`src/shared/bhl_pkg.sv`:
```
// shared constants and types for the bus hold, lock and wait controller
package bhl_pkg;

	localparam int WAIT_W = 3;
	localparam int T2CNT_W = 4;
	localparam int SRCNT_W = 3;

	// fixed wait counts per cycle kind
	localparam logic [WAIT_W-1:0] DRAM_OFF_BASE_WAIT = 3'h2;
	localparam logic [WAIT_W-1:0] CBR_WAIT = 3'h3;
	localparam logic [WAIT_W-1:0] HALT_ACK_WAIT = 3'h0;
	localparam logic [WAIT_W-1:0] INT_IO_BASE_WAIT = 3'h1;

	// clock of the second bus state (counted from 1) at which ready is first looked at
	localparam logic [T2CNT_W-1:0] READY_CLK_DRAM_OFF = 4'h3;
	localparam logic [T2CNT_W-1:0] READY_CLK_CBR = 4'h4;
	localparam logic [T2CNT_W-1:0] READY_CLK_OTHER = 4'h1;

	// cycles of idle-mode self-refresh during which hold is refused
	localparam logic [SRCNT_W-1:0] SELF_REF_HOLD_BLOCK = 3'h6;

	// block 0 cycle type field
	localparam logic [1:0] CT0_SRAM = 2'h0;
	localparam logic [1:0] CT0_DRAM_REFRESH_REQUEST_OUT = 2'h1;
	localparam logic [1:0] CT0_IO = 2'h2;
	localparam logic [1:0] CT0_IO_DRAM_CS = 2'h3;

	// reset values of the registered outputs
	localparam logic RST_STROBE_N = 1'b1;
	localparam logic [3:0] RST_CS_N = 4'hF;

	typedef enum logic [3:0]
	{
		ST_IDLE = 4'h1,
		ST_T1 = 4'h2,
		ST_T2 = 4'h4,
		ST_HOLD = 4'h8
	} bhl_state_e;

	typedef enum logic [3:0]
	{
		KD_SRAM = 4'h0,
		KD_DRAM_OFF = 4'h1,
		KD_DRAM_ON = 4'h2,
		KD_PROM_OFF = 4'h3,
		KD_PROM_ON = 4'h4,
		KD_EXT_IO = 4'h5,
		KD_INT_IO = 4'h6,
		KD_CBR = 4'h7,
		KD_SELF_REF = 4'h8,
		KD_HALT_ACK = 4'h9,
		KD_MFAULT = 4'hA
	} bhl_kind_e;

endpackage

```
`src/verilog/bhl_wait_sel.sv`:
```
// cycle kind decode and wait count / ready selection for one bus cycle
`timescale 1ns/1ps
module bhl_wait_sel
	import bhl_pkg::*;
(
	input wire logic [1:0] block, // address block of the access
	input wire logic isIo, // access goes to i/o space
	input wire logic pageHit, // access falls in the open page
	input wire logic isCbr, // cbr refresh cycle
	input wire logic isSelfRef, // self-refresh cycle
	input wire logic isHaltAck, // halt acknowledge cycle
	input wire logic isMfault, // machine fault write cycle
	input wire logic isFlyby, // fly-by dma cycle
	input wire logic flybyCh, // fly-by dma channel
	input wire logic isDmaTwo, // two-cycle dma cycle
	input wire logic isWrite, // write cycle
	input wire logic [1:0] srcBlock, // dma source block number
	input wire logic [1:0] dstBlock, // dma destination block number
	input wire logic [1:0] ct0, // block 0 cycle type
	input wire logic ct3, // block 3 page-rom select
	input wire logic [4*WAIT_W-1:0] blockWait, // per-block wait counts
	input wire logic [2*WAIT_W-1:0] flybyWait, // per-channel fly-by wait counts
	input wire logic dramColWait, // extra off-page dram wait
	input wire logic dramPageWait, // extra on-page dram wait
	input wire logic promPageWait, // extra on-page page-rom wait
	input wire logic intIoWait, // extra internal i/o wait
	output bhl_kind_e kind, // decoded cycle kind
	output logic [WAIT_W-1:0] waitCount, // programmed or fixed waits
	output logic readyUsed, // ready pin extends this cycle
	output logic [T2CNT_W-1:0] readyClk // first t2 clock at which ready counts
);
	logic [1:0] waitBlock;
	logic [WAIT_W-1:0] dramOff;
	logic [WAIT_W-1:0] flyW;

	always_comb
	begin
		if (isHaltAck)
			kind = KD_HALT_ACK;
		else if (isSelfRef)
			kind = KD_SELF_REF;
		else if (isCbr)
			kind = KD_CBR;
		else if (isMfault)
			kind = KD_MFAULT;
		else if (isIo)
			kind = (block == 2'h3) ? KD_INT_IO : KD_EXT_IO;
		else if (block == 2'h0 && ct0[0])
			kind = pageHit ? KD_DRAM_ON : KD_DRAM_OFF;
		else if (block == 2'h3 && ct3)
			kind = pageHit ? KD_PROM_ON : KD_PROM_OFF;
		else
			kind = KD_SRAM;
	end

	always_comb
	begin
		waitBlock = isDmaTwo ? (isWrite ? dstBlock : srcBlock) : block;
		dramOff = DRAM_OFF_BASE_WAIT + WAIT_W'(dramColWait);
		flyW = flybyWait[flybyCh*WAIT_W +: WAIT_W];
		readyClk = READY_CLK_OTHER;
		readyUsed = 1'b0;
		waitCount = blockWait[waitBlock*WAIT_W +: WAIT_W];
		case (kind)
			KD_HALT_ACK: waitCount = HALT_ACK_WAIT;
			KD_SELF_REF: waitCount = '0;
			KD_CBR:
			begin
				waitCount = CBR_WAIT;
				readyUsed = 1'b1;
				readyClk = READY_CLK_CBR;
			end
			KD_MFAULT:
			begin
				waitCount = blockWait[0 +: WAIT_W];
				readyUsed = 1'b1;
			end
			KD_DRAM_OFF:
			begin
				// fly-by dram off-page never goes below the fixed dram minimum
				waitCount = (isFlyby && flyW > dramOff) ? flyW : dramOff;
				readyUsed = 1'b1;
				readyClk = READY_CLK_DRAM_OFF;
			end
			KD_DRAM_ON: waitCount = isFlyby ? flyW : WAIT_W'(dramPageWait);
			KD_PROM_ON: waitCount = isFlyby ? flyW : WAIT_W'(promPageWait);
			KD_PROM_OFF: waitCount = isFlyby ? flyW : blockWait[3*WAIT_W +: WAIT_W];
			KD_INT_IO: waitCount = INT_IO_BASE_WAIT + WAIT_W'(intIoWait);
			KD_SRAM:
			begin
				if (isFlyby)
					waitCount = flyW;
				readyUsed = 1'b1;
			end
			KD_EXT_IO:
			begin
				if (isFlyby)
					waitCount = flyW;
				readyUsed = !isFlyby;
			end
			default: waitCount = '0;
		endcase
	end
endmodule

```
`src/verilog/bhl_bus_ctrl.sv`:
```
// bus cycle controller: hold handshake, bus lock, chip selects and wait insertion
`timescale 1ns/1ps
module bhl_bus_ctrl
	import bhl_pkg::*;
#(
	parameter int WAITW = WAIT_W // width of a wait field
)
(
	input wire logic clk, // 20 MHz bus clock
	input wire logic srst, // synchronous reset, active high
	input wire logic ce, // clock enable, freezes everything except synchronous reset when low
	input wire logic holdReqN, // hold request pin, active low
	input wire logic readyN, // ready pin, active low
	input wire logic cycReq, // cpu asks for a bus cycle
	input wire logic [1:0] cycBlock, // address block of the cycle
	input wire logic cycIsIo, // cycle goes to i/o space
	input wire logic cycWrite, // cycle is a write
	input wire logic cycPageHit, // cycle hits the open page
	input wire logic cycCbr, // cbr refresh cycle
	input wire logic cycHaltAck, // halt acknowledge cycle
	input wire logic cycMfault, // machine fault write cycle
	input wire logic cycFlyby, // fly-by dma cycle
	input wire logic cycFlybyCh, // fly-by dma channel
	input wire logic cycDmaTwo, // two-cycle dma cycle
	input wire logic [1:0] srcBlock, // dma source block number
	input wire logic [1:0] dstBlock, // dma destination block number
	input wire logic xchgActive, // interlocked exchange in progress
	input wire logic xchgLast, // current cycle is the exchange's last write
	input wire logic stopMode, // stop mode, internal clock stopped
	input wire logic selfRefresh, // idle-mode self-refresh running
	input wire logic [1:0] ct0, // block 0 cycle type
	input wire logic ct3, // block 3 page-rom select
	input wire logic [4*WAITW-1:0] blockWait, // per-block wait counts
	input wire logic [2*WAITW-1:0] flybyWait, // fly-by wait counts per channel
	input wire logic dramColWait, // extra off-page dram wait
	input wire logic dramPageWait, // extra on-page dram wait
	input wire logic promPageWait, // extra on-page page-rom wait
	input wire logic intIoWait, // extra internal i/o wait
	input wire logic lockOutputSelect, // lock rather than watchdog on shared pin
	input wire logic watchdogTimeoutN, // watchdog timeout, active low
	output logic holdAckOut, // hold acknowledge, active high
	output logic busOe, // address, data and control drive enable
	output logic [3:0] csN, // chip select pins, active low
	output logic csOe, // drive enable of select pins 0-2
	output logic cs3Oe, // drive enable of select pin 3
	output logic memReadN, // memory read strobe, active low
	output logic memReadOe, // memory read strobe drive enable
	output logic rasN, // dram row strobe, active low
	output logic rasOe, // row strobe drive enable
	output logic casN, // both column strobes, active low
	output logic writeN, // write strobe, active low
	output logic strobeOe, // column, write and refresh drive enable
	output logic refreshReqN, // refresh request on shared block 0 pin, active low
	output logic lockPinN, // shared lock / watchdog timeout pin, active low
	output logic selfRefRestart, // one-cycle pulse: begin a new self-refresh
	output logic cycDone // one-cycle pulse: bus cycle ends
);
	// the wait selector is built for the package width only
	if (WAITW != WAIT_W)
	begin : gWidthCheck
		$error("wait field width must match the package");
	end

	// pin synchronisers: s1 feeds only s2; s2 and s3 must agree before a change counts
	logic hldS1_q, hldS2_q, hldS3_q, hldF_q;
	logic rdyS1_q, rdyS2_q, rdyS3_q, rdyF_q;
	logic hldF_d, rdyF_d;

	always_comb
	begin
		hldF_d = (hldS2_q == hldS3_q) ? !hldS3_q : hldF_q;
		rdyF_d = (rdyS2_q == rdyS3_q) ? !rdyS3_q : rdyF_q;
	end

	// kept out of reset so a request during reset still reaches the hold grant
	always_ff @(posedge clk)
	begin
		if (ce)
		begin
			hldS1_q <= holdReqN;
			hldS2_q <= hldS1_q;
			hldS3_q <= hldS2_q;
			hldF_q <= hldF_d;
			rdyS1_q <= readyN;
			rdyS2_q <= rdyS1_q;
			rdyS3_q <= rdyS2_q;
			rdyF_q <= rdyF_d;
		end
	end

	bhl_kind_e kind;
	logic [WAIT_W-1:0] selWait;
	logic selReadyUsed;
	logic [T2CNT_W-1:0] selReadyClk;

	bhl_wait_sel u_wait_sel
	(
		.block(cycBlock),
		.isIo(cycIsIo),
		.pageHit(cycPageHit),
		.isCbr(cycCbr),
		.isSelfRef(1'b0),
		.isHaltAck(cycHaltAck),
		.isMfault(cycMfault),
		.isFlyby(cycFlyby),
		.flybyCh(cycFlybyCh),
		.isDmaTwo(cycDmaTwo),
		.isWrite(cycWrite),
		.srcBlock(srcBlock),
		.dstBlock(dstBlock),
		.ct0(ct0),
		.ct3(ct3),
		.blockWait(blockWait),
		.flybyWait(flybyWait),
		.dramColWait(dramColWait),
		.dramPageWait(dramPageWait),
		.promPageWait(promPageWait),
		.intIoWait(intIoWait),
		.kind(kind),
		.waitCount(selWait),
		.readyUsed(selReadyUsed),
		.readyClk(selReadyClk)
	);

	bhl_state_e state_q, state_d;
	bhl_kind_e kind_q, kind_d;
	logic [WAIT_W-1:0] waitCnt_q, waitCnt_d;
	logic [T2CNT_W-1:0] t2Cnt_q, t2Cnt_d;
	logic readyUsed_q, readyUsed_d;
	logic [T2CNT_W-1:0] readyClk_q, readyClk_d;
	logic [1:0] blk_q, blk_d;
	logic io_q, io_d;
	logic wr_q, wr_d;
	logic lock_q, lock_d;
	logic promOpen_q, promOpen_d;
	logic dramOpen_q, dramOpen_d;
	logic [SRCNT_W-1:0] srCnt_q, srCnt_d;
	logic srHeld_q, srHeld_d;
	logic srRelease_q, srRelease_d;
	logic holdBlocked, t2Done, inCycle;

	always_comb
	begin
		// refusal terms; a halt acknowledge cycle counts while it is in progress
		holdBlocked = xchgActive || lock_q || stopMode
			|| ((state_q != ST_IDLE) && kind_q == KD_HALT_ACK)
			|| (selfRefresh && srCnt_q < SELF_REF_HOLD_BLOCK);
		// programmed count must run out and, where it counts, ready must be seen
		t2Done = (waitCnt_q == '0) && (!readyUsed_q || (rdyF_q && t2Cnt_q >= readyClk_q));
		inCycle = (state_q == ST_T1) || (state_q == ST_T2);
		state_d = state_q;
		kind_d = kind_q;
		waitCnt_d = waitCnt_q;
		t2Cnt_d = t2Cnt_q;
		readyUsed_d = readyUsed_q;
		readyClk_d = readyClk_q;
		blk_d = blk_q;
		io_d = io_q;
		wr_d = wr_q;
		lock_d = lock_q;
		promOpen_d = promOpen_q;
		dramOpen_d = dramOpen_q;
		case (state_q)
			ST_IDLE:
			begin
				if (hldF_q && !holdBlocked)
					state_d = ST_HOLD;
				else if (cycReq)
				begin
					state_d = ST_T1;
					kind_d = kind;
					blk_d = cycBlock;
					io_d = cycIsIo;
					wr_d = cycWrite;
					waitCnt_d = selWait;
					readyUsed_d = selReadyUsed;
					readyClk_d = selReadyClk;
					if (xchgActive)
						lock_d = 1'b1;
				end
			end
			ST_T1:
			begin
				state_d = ST_T2;
				t2Cnt_d = T2CNT_W'(1);
			end
			ST_T2:
			begin
				if (t2Done)
				begin
					state_d = ST_IDLE;
					if (lock_q && xchgLast && wr_q)
						lock_d = 1'b0;
					promOpen_d = (kind_q == KD_PROM_ON) || (kind_q == KD_PROM_OFF);
					dramOpen_d = (kind_q == KD_DRAM_ON) || (kind_q == KD_DRAM_OFF);
				end
				else
				begin
					if (waitCnt_q != '0)
						waitCnt_d = waitCnt_q - WAIT_W'(1);
					if (t2Cnt_q != '1)
						t2Cnt_d = t2Cnt_q + T2CNT_W'(1);
				end
			end
			ST_HOLD:
			begin
				if (!hldF_q)
				begin
					state_d = ST_IDLE;
					promOpen_d = 1'b0;
					dramOpen_d = 1'b0;
				end
			end
			default: state_d = ST_IDLE;
		endcase
	end

	// self-refresh age for the hold refusal window and the release restart
	always_comb
	begin
		srCnt_d = srCnt_q;
		if (!selfRefresh || srRelease_q)
			srCnt_d = '0;
		else if (srCnt_q < SELF_REF_HOLD_BLOCK && state_q != ST_HOLD)
			srCnt_d = srCnt_q + SRCNT_W'(1);
		srHeld_d = selfRefresh && (state_q == ST_HOLD);
		srRelease_d = srHeld_q && (state_q != ST_HOLD);
	end

	always_ff @(posedge clk)
	begin
		if (srst)
		begin
			// hold may be granted while reset is held
			state_q <= hldF_q ? ST_HOLD : ST_IDLE;
			kind_q <= KD_SRAM;
			waitCnt_q <= '0;
			t2Cnt_q <= '0;
			readyUsed_q <= 1'b0;
			readyClk_q <= READY_CLK_OTHER;
			blk_q <= 2'h0;
			io_q <= 1'b0;
			wr_q <= 1'b0;
			lock_q <= 1'b0;
			promOpen_q <= 1'b0;
			dramOpen_q <= 1'b0;
			srCnt_q <= '0;
			srHeld_q <= 1'b0;
			srRelease_q <= 1'b0;
		end
		else if (ce)
		begin
			state_q <= state_d;
			kind_q <= kind_d;
			waitCnt_q <= waitCnt_d;
			t2Cnt_q <= t2Cnt_d;
			readyUsed_q <= readyUsed_d;
			readyClk_q <= readyClk_d;
			blk_q <= blk_d;
			io_q <= io_d;
			wr_q <= wr_d;
			lock_q <= lock_d;
			promOpen_q <= promOpen_d;
			dramOpen_q <= dramOpen_d;
			srCnt_q <= srCnt_d;
			srHeld_q <= srHeld_d;
			srRelease_q <= srRelease_d;
		end
	end

	// pin stage: every output straight from a flip-flop
	logic holdAck_d, busOe_d, csOe_d, cs3Oe_d, memReadN_d, memReadOe_d;
	logic rasN_d, rasOe_d, casN_d, writeN_d, strobeOe_d, refreshReqN_d;
	logic lockPinN_d, selfRefRestart_d, cycDone_d;
	logic [3:0] csN_d;
	logic memCyc, selfRefDrive;

	always_comb
	begin
		memCyc = inCycle && (kind_q != KD_CBR) && (kind_q != KD_HALT_ACK);
		selfRefDrive = selfRefresh && !srHeld_q && !srRelease_q;
		holdAck_d = (state_d == ST_HOLD);
		busOe_d = (state_d != ST_HOLD);
		csN_d = RST_CS_N;
		if (memCyc)
		begin
			if (blk_q != 2'h3 || !io_q)
				csN_d[blk_q] = 1'b0;
			if (blk_q == 2'h0 && ct0 == CT0_DRAM_REFRESH_REQUEST_OUT)
				csN_d[0] = 1'b1;
		end
		if (promOpen_q && state_q == ST_IDLE)
			csN_d[3] = 1'b0;
		csOe_d = (state_d != ST_HOLD);
		cs3Oe_d = (state_d != ST_HOLD);
		memReadN_d = !((memCyc && !wr_q && !io_q) || (promOpen_q && state_q == ST_IDLE));
		memReadOe_d = (state_d != ST_HOLD);
		rasN_d = !((dramOpen_q && state_q != ST_HOLD) || selfRefDrive
			|| (memCyc && (kind_q == KD_DRAM_ON || kind_q == KD_DRAM_OFF)));
		rasOe_d = (state_d != ST_HOLD);
		casN_d = !(selfRefDrive || (state_q == ST_T2
			&& (kind_q == KD_DRAM_ON || kind_q == KD_DRAM_OFF || kind_q == KD_CBR)));
		writeN_d = !(memCyc && wr_q);
		strobeOe_d = (state_d != ST_HOLD);
		refreshReqN_d = !(ct0 == CT0_DRAM_REFRESH_REQUEST_OUT && (selfRefDrive || (inCycle && kind_q == KD_CBR)));
		if (ct0 == CT0_DRAM_REFRESH_REQUEST_OUT)
			csN_d[0] = refreshReqN_d;
		lockPinN_d = lockOutputSelect ? !lock_d : watchdogTimeoutN;
		selfRefRestart_d = srRelease_q && selfRefresh;
		cycDone_d = (state_q == ST_T2) && t2Done;
	end

	always_ff @(posedge clk)
	begin
		if (srst)
		begin
			// a hold granted under reset must reach the pins too, not only the state
			holdAckOut <= hldF_q;
			busOe <= !hldF_q;
			csN <= RST_CS_N;
			csOe <= !hldF_q;
			cs3Oe <= !hldF_q;
			memReadN <= RST_STROBE_N;
			memReadOe <= !hldF_q;
			rasN <= RST_STROBE_N;
			rasOe <= !hldF_q;
			casN <= RST_STROBE_N;
			writeN <= RST_STROBE_N;
			strobeOe <= !hldF_q;
			refreshReqN <= RST_STROBE_N;
			lockPinN <= RST_STROBE_N;
			selfRefRestart <= 1'b0;
			cycDone <= 1'b0;
		end
		else if (ce)
		begin
			holdAckOut <= holdAck_d;
			busOe <= busOe_d;
			csN <= csN_d;
			csOe <= csOe_d;
			cs3Oe <= cs3Oe_d;
			memReadN <= memReadN_d;
			memReadOe <= memReadOe_d;
			rasN <= rasN_d;
			rasOe <= rasOe_d;
			casN <= casN_d;
			writeN <= writeN_d;
			strobeOe <= strobeOe_d;
			refreshReqN <= refreshReqN_d;
			lockPinN <= lockPinN_d;
			selfRefRestart <= selfRefRestart_d;
			cycDone <= cycDone_d;
		end
	end
endmodule

```
`config.mk`:
```
export PLATFORM = sky130hd
export DESIGN_NAME = bhl_bus_ctrl
export DESIGN_NICKNAME = d
export VERILOG_FILES = /design/src/shared/bhl_pkg.sv /design/src/verilog/bhl_wait_sel.sv /design/src/verilog/bhl_bus_ctrl.sv
export SDC_FILE = /design/constraint.sdc
export NUM_CORES = 1
export LEC_CHECK = 0
export BUFFER_PORTS_ARGS = -buffer_cell sky130_fd_sc_hd__buf_4
export CORE_ASPECT_RATIO = 1.4
export CORE_MARGIN = 3
export CORE_UTILIZATION = 45
export CTS_BUF_LIST = sky130_fd_sc_hd__clkbuf_16
export DETAILED_ROUTE_END_ITERATION = 7
export PLACE_DENSITY = 0.68
export SYNTH_ARGS = -nofsm -noshare
export SYNTH_HDL_FRONTEND = slang
export SYNTH_SLANG_ARGS = --single-unit
```
`constraint.sdc`:
```
create_clock -name clk -period 2.4 [get_ports clk]
set_input_delay 0.48 -clock clk [delete_from_list [all_inputs] [get_ports clk]]
set_output_delay 0.48 -clock clk [all_outputs]
set_load 0.01 [all_outputs]
```
### Yosys cells after proc, flatten, opt, wreduce, memory -nomap -nowiden

Cells that the tools add are included.

| word-level totals | value |
|---|---|
| bits in registers | 54 |
| input bits | 52 |
| logic and storage cells | 229 |

| cells by class | value |
|---|---|
| $add $sub $neg | 5 |
| $mul | 2 |
| order comparisons | 5 |
| equality and inequality tests | 37 |
| shifts and indexed selects | 2 |
| mux-type cells | 60 |
| bitwise operators | 2 |
| reductions and logical operators | 82 |

Operator list:

| kind | count |
|---|---|
| $mux W4 | 17 |
| $mux W3 | 12 |
| $logic_and A1 B1 Y1 | 30 |
| $eq A4 B3 Y1 const B | 7 |
| $pmux W3 S8 | 1 |
| $eq A4 B2 Y1 const B | 5 |
| $logic_not A1 Y1 | 17 |
| $mux W1 | 17 |
| $eq A4 B4 Y1 const B | 4 |
| $logic_or A1 B1 Y1 | 16 |
| $ne A2 B2 Y1 const B | 8 |
| $ne A4 B4 Y1 const B | 4 |
| $pmux W4 S4 | 1 |
| $eq A4 B1 Y1 const B | 3 |
| $pmux W3 S2 | 2 |
| $reduce_and A4 Y1 | 3 |
| $shiftx A12 B5 Y3 | 1 |
| $reduce_bool A2 Y1 | 5 |
| $mux W2 | 4 |
| $pmux W1 S2 | 4 |
| $pmux W4 S2 | 1 |
| $reduce_and A2 Y1 | 3 |
| $reduce_and A6 Y1 | 1 |
| $shiftx A6 B4 Y3 | 1 |
| other kinds (26) | 28 |

### Depth between registers and ports, before layout

Gate-level depths: netlist of the first run.

| logic depth | value |
|---|---|
| word-level depth | 14 |
| depth in mapped cells | 8 |
| depth with buffers taken out | 8 |

### By module

From an unflattened synthesis of the first run, not the netlist that was laid out.

| unflattened totals | value |
|---|---|
| cells, all modules | 417 |
| area total of the unflattened synthesis | 3574.7 µm² |

By module, submodules not included:

| module | times used | cells an instance | area each (µm²) |
|---|---|---|---|
| bhl_bus_ctrl | 1 | 290 | 2715.1 |
| bhl_wait_sel | 1 | 127 | 859.6 |

### Least setup slack after synthesis of the first run

Ideal clock, no wire load.

| timing path | value |
|---|---|
| path kind | input -> register |
| start | input port cycBlock[1] |
| end | register waitCnt_q[2] |
| setup time | 0.125 ns |
| data arrival time | 2.031 ns |
| required time | 2.275 ns |
| path slack | 0.244 ns |
| stages on the path | 6 |
| buffers on the path | 0 |
| cell sequence | or3b_4 > or3b_4 > and2_4 > xnor2_2 > nor4_1 > o41a_1 |

| on the way | value |
|---|---|
| cells in the longest elaborated chain, start to end | 14 |
| elaborated cells on any way between the ends | 29 |
| those cells by class | mul (1); eq/ne (9); shift (1); mux (13); reduce/logical (5) |

Ends and longest elaborated chain:

| what | line | source |
|---|---|---|
| start: declaration | bhl_bus_ctrl.sv:15 | `input wire logic [1:0] cycBlock,` |
| branches (longest 10 deep; another with $mul A2 B2 Y4) | n/a |  |
| $pmux W3 S8 (*) | bhl_wait_sel.sv:64 | `case (kind)` |
| $mux W3 (*) | bhl_bus_ctrl.sv:168 | `else if (cycReq)` |
| $mux W3 (*) | bhl_bus_ctrl.sv:166 | `if (hldF_q && !holdBlocked)` |
| $pmux W3 S2 (*) | bhl_bus_ctrl.sv:163 | `case (state_q)` |
| end signal: assignment | bhl_bus_ctrl.sv:255 | `waitCnt_q <= waitCnt_d;` |
| end: declaration | bhl_bus_ctrl.sv:127 | `logic [WAIT_W-1:0] waitCnt_q, waitCnt_d;` |

Every way passes the cells marked *. The select of a mux whose other input is x is not followed.
A chain may end at the register's enable or synchronous reset.

### Final worst setup path of the first run

| timing path | value |
|---|---|
| start | register state_q[2] |
| end | register waitCnt_q[2] |

| on the way | value |
|---|---|
| cells in the longest elaborated chain, start to end | 8 |
| elaborated cells on any way between the ends | 15 |
| those cells by class | eq/ne (7); mux (1); reduce/logical (7) |

Ends and longest elaborated chain:

| what | line | source |
|---|---|---|
| start: declaration | bhl_bus_ctrl.sv:125 | `bhl_state_e state_q, state_d;` |
| start signal: assignment | bhl_bus_ctrl.sv:235 | `state_q <= hldF_q ? ST_HOLD : ST_IDLE;` |
| start signal: assignment | bhl_bus_ctrl.sv:253 | `state_q <= state_d;` |
| $ne A4 B1 Y1 | bhl_bus_ctrl.sv:146 | `\|\| ((state_q != ST_IDLE) && kind_q == KD_HALT_ACK)` |
| $logic_and A1 B1 Y1 | bhl_bus_ctrl.sv:146 |  |
| $logic_or A1 B1 Y1 | bhl_bus_ctrl.sv:146 |  |
| $logic_or A1 B1 Y1 | bhl_bus_ctrl.sv:147 | `\|\| (selfRefresh && srCnt_q < SELF_REF_HOLD_BLOCK);` |
| $logic_not A1 Y1 | bhl_bus_ctrl.sv:166 |  |
| $logic_and A1 B1 Y1 | bhl_bus_ctrl.sv:166 |  |
| $ne A2 B2 Y1 (no source line) | n/a |  |
| $reduce_and A6 Y1 (no source line) | n/a |  |

Parallel ways exist; a longest one is shown, timed or not.

==> impl_metrics.toml, run 1 <==
[yosys]
synthTopCellsByCount = "nor2_1, dfxtp_1, nand2_1"
ys_top_cells_by_area = "dfxtp_1, edfxtp_1, nor2_1"
syn_area_um2 = 3360
ys_async_sr_fraction_pct = 0
synthesis.nets = 457
ys_seq_elements = 53
synth_edf_count = 14
yosysTopAreaCell = "dfxtp_1"
yosysTopAreaCellShare_pct = 23.3
yosys_warnings = 0
synth.most_common_cell = "nor2_1"
ys_seq_area_share_pct = 35.8
syn_avg_cell_area_um2 = 8.45
synthCells = 397
synth-main-ff-cell = "dfxtp_1"
synthDistinctLibCells = 73

[setup_path]
crit_path_max_incr_delay_ps = 530
cp.required_ps = 2570
path_max_fanout = 9
path_buf_inv = 0
reg2reg_to = "waitCnt_q[2]$_SDFFE_PP0P_"
cp_top_family = "compound AO/OA/AOI/OAI gates"
crit_chain = "nor4b_4, o2111a_1, a31oi_1, o21ai_0, o311ai_0, o41a_1"
worstSetupPathDepth = 6
timing.rr.start = "state_q[2]$_SDFFCE_PP0P_"
reg2reg_depth = 6
cp.arrival_ps = 2370
cpMaxStageDelayCell = "edfxtp_1"
r2r_slack_ps = 200
crit_type = "reg2reg"
endpoint = "waitCnt_q[2]$_SDFFE_PP0P_"
timing.critical_path.from = "state_q[2]$_SDFFCE_PP0P_"
critPathCaptureType = "register"
startpoint_type = "register"

[finish]
syn_to_final_growth_pct = 25.3
nFillCells = 677
drive_above_1_share_pct = 25.3
antenna_cells = 0
final_util_pct = 59.1
fin_nets = 534
fin_cells = 570

[place]
portBuffers = 70
place_hpwl_um = 7080
place_ws_ps = 46.2
dpl.cell_count = 562
gp_congestion = 0.902

[global_routing]
grt-ovfl-total = 0
grt_pass1_wl_um = 15000
grt_pass1_vias = 3167
grt_max_degree = 40
grt_usage_pct = 22.0
antenna_found_initial = 0

[sta]
finalClockSkew_ps = 3.25
period_share_pct = 91.5
relSlewSlack_pct = 63.0
tns_ps = 0
finalCriticalPeriod_ps = 2200
worstMarginPinSlew_ps = 554
hold_viol = 0
setup_ws_ps = 204
rsz0062_at_grt = "no"
slew_viol_final = 0
max_freq_mhz = 455
setup-violations-final = 0

[clocking]
clock_sinks = 53
cts_tree = "built"
cts_resized = 0
cts.htree.levels = 2
cts.root.buffer_cell = "clkbuf_16"
cts_setup_buffers = 0
cts.clk_slew.worst_paths_ps = 70
clock_latency_ps = 290
cts_hold_buf = 0
cts_buffers = 5
clockBufferDepth = 2

[pwr]
p_leak_nw = 1.67
combPwrFrac_pct = 20.7
p_per_area_nw_per_um2 = 500
clkPwrFrac_pct = 32.2
p_switching_uw = 562
p_int_mw = 1.54
total_power_mw = 2.10
pwr-share-seq_pct = 47.1
peakVddDrop_mv = 0.347
p_sw_share_pct = 26.7

[drt]
drt_wl_total_um = 9070
drcViolationCount = 0
drt_pass1_iterations = 5
viasPerCell = 5.74
wire_per_inst_um = 15.9
via_count = 3269
antenna_left = 0
drt_iter0_markers = 131

[floorplan]
rows = 36
dieHeight_um = 108
die-area_um2 = 8540
core_um2 = 7120
start_util_pct = 47.2
die_x_um = 79.0
io_pins = 71

[min_path]
worstHoldStart = "holdReqN"
hold_class = "in2reg"

[flow_run]
maxCapViolations = 0

[status]
run_status = "finished, final reports clean"
-- power groups by stage --
| stage | clock, mW | combinational (mW) | sequential (mW) |
|---|---|---|---|
| 3_3_place_gp | 0 | 0.428 | 1.01 |
| 3_5_place_dp | 0 | 0.434 | 1.01 |
| 6_report | 0.677 | 0.436 | 0.990 |
| 2_1_floorplan | 0 | 0.248 | 0.999 |
| 5_1_grt | 0.726 | 0.478 | 0.995 |
| 4_1_cts | 0.686 | 0.435 | 0.990 |
-- cell usage in the layout (no fill, tap or decap), types with 3 or more instances in the layout --
cell,instances
or4b_1,3
nand3_1,16
a31oi_1,9
nand2b_1,5
nor4_1,4
and3_1,3
inv_1,22
o31ai_1,8
mux2_2,3
nand4_1,4
o211ai_1,4
edfxtp_1,14
ha_1,8
xor2_1,3
nor2_1,47
nand2_1,38
nor2b_1,4
a211oi_1,6
xnor2_1,3
a21boi_0,4
o2111a_1,3
clkbuf_16,5
a21oi_1,22
dfxtp_1,39
o21ai_0,21
mux2i_1,17
nor3_1,6
buf_4,94
-- through the flow --
step / instance area (um^2) / hold slack [ps]
global placement: 4060 / 406
global route: 4210 / 365
detailed placement: 4060 / 406
finish: 4210 / 366
CTS: 4200 / 367
floorplan: 3360 / 400
-- final cells by class --
class | count | area (um^2) | share of cell area, %
Clock inverter | 3 | 11.3 | 0.268
Sequential cell | 53 | 1200 | 28.6
Clock buffer | 5 | 125 | 2.98
Multi-Input combinational cell | 300 | 1970 | 46.8
Tap cell | 95 | 119 | 2.83
Timing Repair Buffer | 94 | 706 | 16.8
Inverter | 20 | 75.1 | 1.79
-- worst register-to-register path, stage by stage, from the launching register on --
cell	delay, ps
edfxtp_1	530
nor4b_4	360
o2111a_1	320
a31oi_1	80
o21ai_0	240
o311ai_0	170
o41a_1	380
-- flip-flops by register name, indices dropped and copies added (netlist names), 2 cells and up --
register,count
state_q,4
t2Cnt_q,4
waitCnt_q,3
csN,4
readyClk_q,3
blk_q,2
kind_q,4
srCnt_q,3
-- worst min-delay path by stage --
stage,to,slack (ps),cells after the start
floorplan,hldS2_q$_DFFE_PP_,400,0
global placement,hldS2_q$_DFFE_PP_,410,0
detailed placement,hldS2_q$_DFFE_PP_,410,0
CTS,hldS1_q$_DFFE_PP_,370,1
global route,hldS1_q$_DFFE_PP_,370,1
finish,hldS1_q$_DFFE_PP_,370,1
-- routing by layer --
metal / up-vias / part of all wire [%] / GRT usage [%]
met2: 105 / 53 / 40.4
met5: - / 0 / 0
met3: 21 / 4.4 / 2.83
met1: 1517 / 41 / 25.6
met4: 0 / 2.3 / 8.85
li1: 1626 / - / -
-- cell families after synthesis --
kind of cell             share of synthesized area [%]
AND/OR/NAND/NOR                                   23.0
flip-flops                                        35.8
adder cells (fa/ha/maj)                           2.98
multiplexers                                      6.08
buffers and inverters                             5.78
XOR/XNOR                                          2.05
AO/OA/AOI/OAI                                     24.3
No activity file was read; power rests on OpenSTA's default activity.
==> inputs of run 2 (changes only) <==
--- a/config.mk
+++ b/config.mk
@@ -5,6 +5,7 @@
 export SDC_FILE = /design/constraint.sdc
 export NUM_CORES = 1
 export LEC_CHECK = 0
+export ABC_AREA = 1
 export BUFFER_PORTS_ARGS = -buffer_cell sky130_fd_sc_hd__buf_4
 export CORE_ASPECT_RATIO = 1.4
 export CORE_MARGIN = 3
==> impl_metrics.toml, run 2 <==
[status]
run_status = "finished, final reports clean"

[yosys]
synthesis.nets = 523
synthCells = 463
synth-main-ff-cell = "dfxtp_1"
ys_async_sr_fraction_pct = 0
ys_seq_elements = 53
yosysTopAreaCellShare_pct = 24.1
syn_area_um2 = 3240
synthTopCellsByCount = "nand2_1, inv_1, dfxtp_1, nand3_1, nor2_1"
yosys_warnings = 0
synthDistinctLibCells = 41
synth.most_common_cell = "nand2_1"
ys_seq_area_share_pct = 37.1
ys_top_cells_by_area = "dfxtp_1, edfxtp_1, nand2_1"
yosysTopAreaCell = "dfxtp_1"
syn_avg_cell_area_um2 = 6.99
synth_edf_count = 14

[setup_path]
crit_top_cell = "nand2_1"
cpMaxStageDelayCell = "dfxtp_1"
startpoint_type = "register"
path_max_fanout = 6
r2r_slack_ps = 370
crit_chain = "inv_1, ha_1, inv_1, nand2_1, a21oi_1, o21ai_0, nand2_1, nand2_1, nand3_1, nand3_1, a21oi_1, a21oi_2"
cp.arrival_ps = 2210
endpoint = "waitCnt_q[0]$_SDFFE_PP0P_"
critPathCaptureType = "register"
timing.rr.start = "t2Cnt_q[0]$_SDFFE_PP0P_"
crit_path_max_incr_delay_ps = 350
timing.critical_path.from = "t2Cnt_q[0]$_SDFFE_PP0P_"
reg2reg_depth = 12
crit_type = "reg2reg"
reg2reg_to = "waitCnt_q[0]$_SDFFE_PP0P_"
cp.required_ps = 2580

[sta]
tns_ps = 0
finalClockSkew_ps = 6.06
period_share_pct = 84.5
relSlewSlack_pct = 53.5
slew_viol_final = 0
worstMarginPinSlew_ps = 696
rsz0062_at_grt = "no"
finalCriticalPeriod_ps = 2030
hold_viol = 0
max_freq_mhz = 493
setup-violations-final = 0

[drt]
drt_wl_total_um = 7800
antenna_left = 0
via_count = 3212
drt_pass1_iterations = 4
drcViolationCount = 0
drt_iter0_markers = 137
wire_per_inst_um = 12.4
viasPerCell = 5.12

[global_routing]
grt_max_degree = 22
met2_usage_pct = 35.5
met1_usage_pct = 21.4
grt_pass1_vias = 3066
antenna_found_initial = 0
busiest_layer = "met2"
grt_pass1_wl_um = 13000
grt.met3_usage_pct = 2.46
grt-ovfl-total = 0
grt_usage_pct = 18.9

[place]
gp_congestion = 0.887
place_hpwl_um = 6220
portBuffers = 70

[floorplan]
die-area_um2 = 8260
rows = 36
die_x_um = 77.7
io_pins = 71
core_um2 = 6980
start_util_pct = 46.4
dieHeight_um = 106

[pwr]
p_per_area_nw_per_um2 = 524
total_power_mw = 2.09
p_leak_nw = 1.87
peakVddDrop_mv = 0.293
combPwrFrac_pct = 19.7
p_sw_share_pct = 27.2
pwr-share-seq_pct = 47.5
p_int_mw = 1.52
p_switching_uw = 568
clkPwrFrac_pct = 32.8

[finish]
multi_input_area_um2 = 1680
antenna_cells = 0
nFillCells = 704
layout_common_cells = "nand2_1, buf_4, inv_1"
fin_nets = 591
syn_to_final_growth_pct = 22.9
final_common_cell = "nand2_1"
drive_above_1_share_pct = 20.1
regArea_um2 = 1200
final_util_pct = 57.0

[clocking]
cts_hold_buf = 0
cts_setup_buffers = 0
clockBufferDepth = 2
clock_latency_ps = 290
cts_tree = "built"
cts_resized = 0
cts.clk_slew.worst_paths_ps = 70
cts.root.buffer_cell = "clkbuf_16"
cts.htree.levels = 2
cts_buffers = 5
clock_sinks = 53

[flow_run]
maxCapViolations = 0

[min_path]
hold_class = "in2reg"
==> run 2: cell count changes in the layout (fill, tap and decap cells not counted), sizes merged, moves of 5 or more <==
cell | before | now
o31ai | 8 | 0
buf | 94 | 74
a21oi | 23 | 34
mux2i | 17 | 0
nor2 | 47 | 39
o21ai | 23 | 37
inv | 22 | 73
nand2b | 5 | 0
a211oi | 7 | 1
nand4 | 4 | 14
nand2 | 38 | 112
a2111oi | 5 | 0
a31oi | 10 | 2
nand3 | 16 | 42
==> run 2: worst min path at each step <==
| stage | start | endpoint | slack, ps | depth (start not counted) |
|---|---|---|---|---|
| 6_report | holdReqN | hldS1_q$_DFFE_PP_ | 370 | 1 |
| 2_1_floorplan | hldS1_q$_DFFE_PP_ | hldS2_q$_DFFE_PP_ | 400 | 0 |
| 3_3_place_gp | hldS1_q$_DFFE_PP_ | hldS2_q$_DFFE_PP_ | 420 | 0 |
| 4_1_cts | holdReqN | hldS1_q$_DFFE_PP_ | 360 | 1 |
| 5_1_grt | holdReqN | hldS1_q$_DFFE_PP_ | 360 | 1 |
| 3_5_place_dp | hldS1_q$_DFFE_PP_ | hldS2_q$_DFFE_PP_ | 420 | 0 |
==> run 2: cell type report <==
type,count,area share [%]
Timing Repair Buffer,74,14.0
Sequential cell,53,30.2
Multi-Input combinational cell,323,42.3
Clock inverter,3,0.440
Inverter,74,6.98
Tap cell,95,2.99
Clock buffer,5,3.14
==> run 2: per-stage QoR <==
step / worst slack (ps) / cells / hold slack (ps) / cell area [um^2]
after floorplan: 661 / 463 / 400 / 3240
after global placement: 471 / 619 / 417 / 3840
after detailed placement: 390 / 619 / 418 / 3840
after CTS: 375 / 627 / 364 / 3980
after global routing: 92.3 / 627 / 362 / 3980
final: 373 / 627 / 371 / 3980
==> run 2: per-layer routing <==
| metal | vias to the layer above | share of wire, % |
|---|---|---|
| met1 | 1434 | 40 |
| met3 | 13 | 5.3 |
| met4 | 0 | 2.2 |
| met5 | - | 0 |
| li1 | 1662 | - |
| met2 | 103 | 52 |
==> run 2: cell families (layout without fill, tap and decap cells) <==
| family | count (synthesis) | count (layout) | synth area share (%) |
|---|---|---|---|
| compound gates | 88 | 88 | 15.8 |
| fa+ha+maj | 8 | 8 | 3.09 |
| flops | 53 | 53 | 37.1 |
| simple gates | 223 | 223 | 32.0 |
| xor+xnor | 4 | 4 | 1.08 |
| buf+inv | 87 | 156 | 10.9 |
==> run 2: power groups by stage <==
stage | combinational, mW | clock, mW | sequential [mW]
global placement | 0.406 | 0 | 1.01
finish | 0.412 | 0.684 | 0.991
floorplan | 0.251 | 0 | 1.01
detailed placement | 0.413 | 0 | 1.01
CTS | 0.414 | 0.705 | 0.991
global route | 0.463 | 0.743 | 0.997
==> run 2: critical path, delay by kind of cell, from the launching register on <==
family,cells,cell delay [ps]
AO/OA/AOI/OAI,4,500
buffers and inverters,2,150
flip-flops,1,350
AND/OR/NAND/NOR,5,630
adder cells (fa/ha/maj),1,290
